--- src/inc/drc_regs.svh ---
// timing and width constants of the relay pulse controller
`ifndef DRC_REGS_SVH
`define DRC_REGS_SVH
`define DRC_CLK_PERIOD_NS 10
`define DRC_TICK_NS       1000
`define DRC_TICK_CYC      (`DRC_TICK_NS / `DRC_CLK_PERIOD_NS)
`define DRC_EN_FILT_NS    5000
`define DRC_EN_FILT_CYC   (`DRC_EN_FILT_NS / `DRC_CLK_PERIOD_NS)
`define DRC_QUAL_US       15000
`define DRC_MAX_US        150000
`define DRC_US_TO_TICKS(t) ((t) * 1000 / `DRC_TICK_NS)
`define DRC_TICK_W        7
`define DRC_EN_W          10
`define DRC_CNT_W         18
`define DRC_TICK_RST      7'h00
`define DRC_EN_RST        10'h000
`define DRC_CNT_RST       18'h00000
`endif

--- src/inc/drc_pkg.sv ---
// types of the relay pulse controller
package drc_pkg;
  typedef enum logic {DRC_MODE_FOLLOW, DRC_MODE_FIXED} drc_mode_type;
  typedef enum logic [1:0] {CH_IDLE, CH_QUAL, CH_DONE, CH_WAIT_LOW} drc_chan_state_type;
  typedef enum logic [1:0] {ST_IDLE, ST_PULSE_A, ST_PULSE_B, ST_REARM} drc_state_type;
endpackage : drc_pkg

--- src/core/drc_top.sv ---
// two-channel latching-relay pulse controller
// Function
// - supply lockout holds both coil outputs off
// - enable level gates every coil pulse
// - enable changes act after 5 us filter
// - enable low clears outputs and channel state
// - lockouts override the enable
// - both channels behave identically
// - commands start only on rising edges
// - pulses not longer than qualify time ignored
// - output turns on once command qualifies
// - follow mode ends the pulse when the input falls
// - times and mode are build parameters
// - overlapping second input holds first result pending
// - both qualified go to mutual exclusion
// - unqualified second input ignored, first executes
// - two qualified commands give no pulse
// - other channel discarded during a pulse
// - every pulse ends by maximum width at the latest
// - fixed mode pulse lasts maximum width
`timescale 1ns/10ps
`default_nettype none
`include "drc_regs.svh"
module drc_top
  import drc_pkg::*;
#(
  parameter logic [`DRC_CNT_W-1:0] QUAL_TICKS = `DRC_CNT_W'(`DRC_US_TO_TICKS(`DRC_QUAL_US)),
  parameter logic [`DRC_CNT_W-1:0] MAX_TICKS  = `DRC_CNT_W'(`DRC_US_TO_TICKS(`DRC_MAX_US)),
  parameter drc_mode_type          OUT_MODE   = DRC_MODE_FOLLOW
) (
  input  wire logic mclk,
  input  wire logic rst_n,
  input  wire logic clk_en,
  input  wire logic coil_cmd_a,
  input  wire logic coil_cmd_b,
  input  wire logic relay_enable,
  input  wire logic supply_low_lockout,
  input  wire logic overtemp_shutdown,
  output logic      coil_drive_a_out,
  output logic      coil_drive_a_oe,
  output logic      coil_drive_b_out,
  output logic      coil_drive_b_oe
);
  logic [1:0]             sync1_ff;
  logic [1:0]             sync2_ff;
  logic [`DRC_TICK_W-1:0] tick_cnt_ff;
  logic                   tick_ff;
  logic [`DRC_EN_W-1:0]   en_cnt_ff;
  logic                   en_filt_ff;
  logic                   en_fall;
  logic                   run;
  logic [1:0]             chan_clr;
  logic [1:0]             qualifying;
  logic [1:0]             qualified;
  drc_state_type          state_ff;
  drc_state_type          nxt_state;
  logic [`DRC_CNT_W-1:0]  pulse_cnt_ff;
  logic                   pulse_end;
  logic                   drive_a_ff;
  logic                   drive_b_ff;
  logic                   low_ff;

  function automatic logic in_pulse(input drc_state_type s);
    in_pulse = (s == ST_PULSE_A) || (s == ST_PULSE_B);
  endfunction : in_pulse

  // two-stage command synchronisers
  always_ff @(posedge mclk or negedge rst_n) begin
    if (!rst_n) begin
      sync1_ff <= 2'h0;
      sync2_ff <= 2'h0;
    end else if (clk_en) begin
      sync1_ff <= {coil_cmd_b, coil_cmd_a};
      sync2_ff <= sync1_ff;
    end
  end

  // free-running timebase
  always_ff @(posedge mclk or negedge rst_n) begin
    if (!rst_n) begin
      tick_cnt_ff <= `DRC_TICK_RST;
      tick_ff     <= 1'b0;
    end else if (clk_en) begin
      tick_ff <= (tick_cnt_ff == `DRC_TICK_W'(`DRC_TICK_CYC - 1));
      if (tick_cnt_ff == `DRC_TICK_W'(`DRC_TICK_CYC - 1)) tick_cnt_ff <= `DRC_TICK_RST;
      else tick_cnt_ff <= tick_cnt_ff + 1'b1;
    end
  end

  // enable filter: a new level must stand for the whole filter time
  always_ff @(posedge mclk or negedge rst_n) begin
    if (!rst_n) begin
      en_cnt_ff  <= `DRC_EN_RST;
      en_filt_ff <= 1'b0;
    end else if (clk_en) begin
      if (relay_enable == en_filt_ff) en_cnt_ff <= `DRC_EN_RST;
      else if (en_cnt_ff == `DRC_EN_W'(`DRC_EN_FILT_CYC - 1)) begin
        en_cnt_ff  <= `DRC_EN_RST;
        en_filt_ff <= relay_enable;
      end else en_cnt_ff <= en_cnt_ff + 1'b1;
    end
  end

  assign en_fall = en_filt_ff && !relay_enable
                   && (en_cnt_ff == `DRC_EN_W'(`DRC_EN_FILT_CYC - 1));
  assign run = en_filt_ff && !en_fall
               && !supply_low_lockout && !overtemp_shutdown;

  // channels held in CH_WAIT_LOW while disabled, discarded during the other pulse
  assign chan_clr[0] = !run || state_ff == ST_PULSE_B || state_ff == ST_REARM;
  assign chan_clr[1] = !run || state_ff == ST_PULSE_A || state_ff == ST_REARM;

  genvar gi;
  generate
    for (gi = 0; gi < 2; gi++) begin : g_chan
      drc_chan #(.QUAL_TICKS(QUAL_TICKS)) u_chan (
        .mclk      (mclk),
        .rst_n     (rst_n),
        .clk_en    (clk_en),
        .tick      (tick_ff),
        .clr       (chan_clr[gi]),
        .cmd       (sync2_ff[gi]),
        .qualifying(qualifying[gi]),
        .qualified (qualified[gi])
      );
    end
  endgenerate

  always_comb begin
    pulse_end = tick_ff && pulse_cnt_ff == MAX_TICKS - 1'b1;
    if (OUT_MODE == DRC_MODE_FOLLOW) begin
      if (state_ff == ST_PULSE_A && !sync2_ff[0]) pulse_end = 1'b1;
      if (state_ff == ST_PULSE_B && !sync2_ff[1]) pulse_end = 1'b1;
    end
  end

  always_comb begin
    nxt_state = state_ff;
    case (state_ff)
      // a qualified channel waits while the other still qualifies
      ST_IDLE: begin
        if (qualified[0] && qualified[1]) nxt_state = ST_REARM;
        else if (qualified[0] && !qualifying[1]) nxt_state = ST_PULSE_A;
        else if (qualified[1] && !qualifying[0]) nxt_state = ST_PULSE_B;
      end
      ST_PULSE_A, ST_PULSE_B: begin
        if (pulse_end) nxt_state = ST_REARM;
      end
      ST_REARM: nxt_state = ST_IDLE;
      default:  nxt_state = ST_IDLE;
    endcase
    if (!run) nxt_state = ST_IDLE;
  end

  always_ff @(posedge mclk or negedge rst_n) begin
    if (!rst_n) state_ff <= ST_IDLE;
    else if (clk_en) state_ff <= nxt_state;
  end

  // pulse width in timebase ticks
  always_ff @(posedge mclk or negedge rst_n) begin
    if (!rst_n) pulse_cnt_ff <= `DRC_CNT_RST;
    else if (clk_en) begin
      if (!in_pulse(state_ff)) pulse_cnt_ff <= `DRC_CNT_RST;
      else if (tick_ff) pulse_cnt_ff <= pulse_cnt_ff + 1'b1;
    end
  end

  // open-drain drivers: pull low only while pulsing
  always_ff @(posedge mclk or negedge rst_n) begin
    if (!rst_n) begin
      drive_a_ff <= 1'b0;
      drive_b_ff <= 1'b0;
      low_ff     <= 1'b0;
    end else if (clk_en) begin
      drive_a_ff <= (nxt_state == ST_PULSE_A);
      drive_b_ff <= (nxt_state == ST_PULSE_B);
      low_ff     <= 1'b0;
    end
  end

  assign coil_drive_a_oe  = drive_a_ff;
  assign coil_drive_b_oe  = drive_b_ff;
  assign coil_drive_a_out = low_ff;
  assign coil_drive_b_out = low_ff;
endmodule : drc_top
`default_nettype wire

--- src/core/drc_chan.sv ---
// one command qualification channel
`timescale 1ns/10ps
`default_nettype none
`include "drc_regs.svh"
module drc_chan
  import drc_pkg::*;
#(
  parameter logic [`DRC_CNT_W-1:0] QUAL_TICKS = `DRC_CNT_W'(`DRC_US_TO_TICKS(`DRC_QUAL_US))
) (
  input  wire logic mclk,
  input  wire logic rst_n,
  input  wire logic clk_en,
  input  wire logic tick,
  input  wire logic clr,
  input  wire logic cmd,
  output logic      qualifying,
  output logic      qualified
);
  drc_chan_state_type       state_ff;
  drc_chan_state_type       nxt_state;
  logic                     prev_ff;
  logic [`DRC_CNT_W-1:0]    cnt_ff;

  always_comb begin
    nxt_state = state_ff;
    case (state_ff)
      CH_IDLE: begin
        if (cmd && !prev_ff) nxt_state = CH_QUAL;
      end
      CH_QUAL: begin
        if (!cmd) nxt_state = CH_IDLE;
        else if (tick && cnt_ff == QUAL_TICKS) nxt_state = CH_DONE;
      end
      CH_DONE: begin
        if (!cmd) nxt_state = CH_IDLE;
      end
      CH_WAIT_LOW: begin
        if (!cmd) nxt_state = CH_IDLE;
      end
      default: nxt_state = CH_WAIT_LOW;
    endcase
    if (clr) nxt_state = CH_WAIT_LOW;
  end

  always_ff @(posedge mclk or negedge rst_n) begin
    if (!rst_n) state_ff <= CH_WAIT_LOW;
    else if (clk_en) state_ff <= nxt_state;
  end

  always_ff @(posedge mclk or negedge rst_n) begin
    if (!rst_n) prev_ff <= 1'b0;
    else if (clk_en) prev_ff <= cmd;
  end

  // qualification time counted in timebase ticks
  always_ff @(posedge mclk or negedge rst_n) begin
    if (!rst_n) cnt_ff <= `DRC_CNT_RST;
    else if (clk_en) begin
      if (state_ff != CH_QUAL) cnt_ff <= `DRC_CNT_RST;
      else if (tick && cnt_ff != QUAL_TICKS) cnt_ff <= cnt_ff + 1'b1;
    end
  end

  assign qualifying = (state_ff == CH_QUAL);
  assign qualified  = (state_ff == CH_DONE);
endmodule : drc_chan
`default_nettype wire

--- config.mk ---
export PLATFORM = sky130hd
export DESIGN_NAME = drc_top
export DESIGN_NICKNAME = d
export VERILOG_FILES = /design/src/inc/drc_pkg.sv /design/src/core/drc_top.sv /design/src/core/drc_chan.sv
export VERILOG_INCLUDE_DIRS = /design/src /design/src/inc
export SDC_FILE = /design/constraint.sdc
export NUM_CORES = 1
export LEC_CHECK = 0
export BUFFER_PORTS_ARGS = -buffer_cell sky130_fd_sc_hd__buf_2
export CAP_MARGIN = 20
export CORE_ASPECT_RATIO = 0.5
export CORE_MARGIN = 1
export CORE_UTILIZATION = 62
export DETAILED_ROUTE_END_ITERATION = 8
export PLACE_DENSITY = 0.79
export SYNTH_ARGS = -nofsm -noshare
export SYNTH_HDL_FRONTEND = slang
export SYNTH_SLANG_ARGS = --single-unit
--- constraint.sdc ---
create_clock -name mclk -period 2.4 [get_ports mclk]
set_clock_uncertainty 0.1 [all_clocks]
set_input_delay 0.24 -clock mclk [delete_from_list [all_inputs] [get_ports mclk]]
set_output_delay 0.24 -clock mclk [all_outputs]
set_load 0.01 [all_outputs]
==> results by group <==
Status
  – Status: completed

Power
  – Pwr/cell area: 645 mW/mm^2
  – Max VDD drop: 0.000621 V
  – LEAKAGE: 2.22 nW

Clock tree
  – Post-CTS setup buffers: 0
  – Total CTS buffers: 9
  – Clock Latency Late Sink: 340 ps
  – Clock slew at reported path FFs: 60 ps
  – CTS HTree Levels: 3
  – Root Buffer: clkbuf_16
  – CTS tree: done
  – CTS Sinks: 87
  – CTS max path bufs: 2

Routing
  – 1st-iter DRT viols: 260
  – DR pass1 iterations: 4
  – Vias per std cell: 5.97
  – Post-route DRC violation count: 0
  – Post-Route WL: 9430 microns
  – Via total after detailed routing: 3718
  – Routed WL per cell: 15.1 microns
  – Post-detailed-route count of antenna-violating nets: 0

Worst setup path
  – Worst reg2reg startpoint: state_ff[0]
  – WP data arrival: 2290 ps
  – Crit path capture type: register
  – CP required: 2530 ps
  – Crit path buf inv count: 1
  – Crit Path Class: reg2reg
  – Critical Path Source Type: register
  – Worst R2R End: pulse_cnt_ff[15]
  – Top Family by Delay on Critical Path: simple AND/OR/NAND/NOR gates
  – Worst reg-to-reg path cell count: 7
  – Slowest-stage cell, CP: nor4_1
  – Crit Path Max Fanout: 8
  – Reg2Reg Setup Slack: 240 ps
  – Max incr delay on CP: 410 ps
  – CP Cell Sequence: inv_1 -> ha_1 -> nand2b_1 -> nand4_1 -> nor4_1 -> xnor2_1 -> nor2_1

Synthesis
  – Mux cell area share after synthesis: 0.0210
  – Post-Synth Simple-Gate Area: 0.259
  – Top_reg_cell synth: dfrtp_1
  – Main combinational cell family by area after synthesis: simple AND/OR/NAND/NOR gates
  – Mean post-synth cell area: 9.38 sq um
  – FF+latch count, synth: 87
  – Synth cell types: 58
  – XOR/XNOR share of the synthesized area: 0.0744
  – Synth warnings: 0
  – Mapped cell area: 0.00471 sq mm
  – EDFF count, synth: 0
  – Syn Inst Count: 502
  – Synth Area in Adders: 0.0319
  – Register area share after synthesis: 0.463
  – FFs w/ async S/R, synth: 1.00
  – Compound-Gate Fraction of Synth Area: 0.118

Timing
  – Final hold vios: 0
  – RSZ-0062 raised after global routing: false
  – Crit path time final: 2160 ps
  – Worst relative slew slack: 0.455
  – Final setup fails: 0
  – Tcrit/Tclk final: 0.901
  – Final Max Slew Viols: 0
  – Setup TNS: 0 ps
  – Least-Margin Pin Slew: 817 ps
  – Fmax achieved: 462 MHz

GRT
  – Initial antenna violation count: 0
  – Remaining Overflow, GRT: 0
  – Largest net degree at the start of global routing: 66
  – First-pass GRT wire length: 16200 microns
  – Number of global-route vias before repair: 3474
  – GRT Overall Usage: 0.259

Layout
  – Post-Route Utilization: 0.715
  – Diode count: 0
  – Commonest cells after routing, fill and taps aside: dfrtp_1 (83), nor2_1 (54), nand2_1 (46)
  – Final nets: 542
  – Commonest non-fill, non-tap cell in the layout: dfrtp_1
  – Area growth, synth to finish: 11.6%
  – Share of cells above drive strength 1: 0.106
  – Filler Cell Count: 559

Floorplanning
  – Die H: 63.6 microns
  – Core Area: 0.00735 sq mm
  – Initial Util: 0.641
  – Die span in x: 125 microns
  – I/O pin count: 12
  – Row count: 22
  – Die area: 0.00797 sq mm

Run
  – MaxCap Viol Count: 0

Place
  – Hpwl dp: 6280 microns
  – RePlAce Congestion: 0.828
  – Port Buffers: 9

Worst hold path
  – End point of the worst hold path: sync1_ff[1]
  – Hold path depth: 2
  – Worst Min Path Start: coil_cmd_b
  – Hold Crit Class: in2reg
[kinds of logic (layout without fill, tap and decap cells)]
| logic type | count (synthesis) | count (layout) |
|---|---|---|
| simple gates | 229 | 229 |
| compound gates | 88 | 88 |
| flops | 87 | 87 |
| xor+xnor | 40 | 40 |
| buf+inv | 36 | 60 |
| fa+ha+maj | 12 | 12 |
| mux | 9 | 9 |
| other cells | 1 | 2 |
[flip-flops by register name, summed over array words and instances (netlist names)]
register and count:
g_chan.u_chan.cnt_ff 36, pulse_cnt_ff 18, en_cnt_ff 10, tick_cnt_ff 7, g_chan.u_chan.state_ff 4, g_chan.u_chan.prev_ff 2, state_ff 2, sync1_ff 2
sync2_ff 2, coil_drive_a_oe 1, coil_drive_b_oe 1, en_filt_ff 1, tick_ff 1
[cell type report]
cell class | count | area (sq um) | area share
well taps | 96 | 120 | 0.0229
repair buffers | 24 | 163 | 0.0309
inverters | 20 | 75.1 | 0.0143
multi-input cells | 380 | 2380 | 0.453
clock buffers | 11 | 253 | 0.0481
clock inverters | 5 | 80.1 | 0.0152
flip-flops and latches | 87 | 2180 | 0.415
[through the flow]
| stage | worst slack, ps | power (W) | cell area, sq um | hold slack, ps | cells |
|---|---|---|---|---|---|
| floorplan | 396 | 0.00179 | 4710 | -156 | 503 |
| global placement | 340 | 0.00188 | 4910 | 290 | 606 |
| detailed placement | 275 | 0.00189 | 4910 | 285 | 606 |
| CTS | 268 | 0.00342 | 5260 | 29.7 | 623 |
| global route | 68.6 | 0.00353 | 5260 | 29.3 | 623 |
| finish | 238 | 0.00339 | 5260 | 35.9 | 623 |
[repair_timing]
item	4_1_cts	5_1_grt
hold buffers	1	0
resized for setup	0	0
hold endpoints to repair	59	0
[worst max-delay path by stage]
| stage | from | to | slack (ps) | cells past startpoint |
|---|---|---|---|---|
| after floorplan | state_ff[0] | pulse_cnt_ff[14] | 400 | 7 |
| after global placement | state_ff[0] | pulse_cnt_ff[15] | 340 | 7 |
| after detailed placement | state_ff[0] | pulse_cnt_ff[15] | 280 | 7 |
| after CTS | state_ff[0] | pulse_cnt_ff[17] | 270 | 7 |
| after global routing | state_ff[0] | pulse_cnt_ff[17] | 70 | 7 |
| final | state_ff[0] | pulse_cnt_ff[15] | 240 | 7 |
[worst register-to-register path, delay by kind of cell (launching register included)]
kind	cells	cell delay, ps
adders and majority gates	1	400
DFF	1	390
xor gates and xnor gates	1	160
and+or+nand+nor	4	880
buffers and inverters	1	110
[cell usage after synthesis (4+ instances only)]
master	count	area (sq um)
xnor2_1	18	158
nand3_1	22	110
nor4bb_1	4	40.0
inv_1	20	75.1
o21ai_1	5	25.0
dfstp_2	4	105
mux2_2	6	67.6
a21oi_1	16	80.1
clkbuf_1	9	33.8
o2bb2ai_1	4	35.0
ha_1	12	150
xor2_1	22	193
or3_1	10	62.6
nand2b_1	8	50.1
and3_1	12	75.1
and2_1	5	31.3
nand4_1	22	138
dfrtp_1	83	2080
nor4b_1	4	35.0
nor3_1	16	80.1
nor4_1	7	43.8
o21ai_0	29	145
nor2b_1	5	31.3
o211ai_1	5	37.5
nor2_1	54	203
nand2_1	46	173
[per-layer routing]
layer,track usage,up-vias,wire [microns]
met2,0.392,77,4280
met5,0,-,0
met1,0.362,1788,4640
met4,0.0838,0,131
met3,0.0731,14,382
li1,-,1839,-
[report_power, final]
part / switching, W / internal, W / leakage (nW) / total, W
sequential: 0.0000662 / 0.00154 / 1.18 / 0.00160
clock: 0.000563 / 0.000966 / 0.158 / 0.00153
combinational: 0.000150 / 0.000108 / 0.887 / 0.000258
total: 0.000780 / 0.00261 / 2.22 / 0.00339
Note: power is estimated with default switching activity, not from simulation.
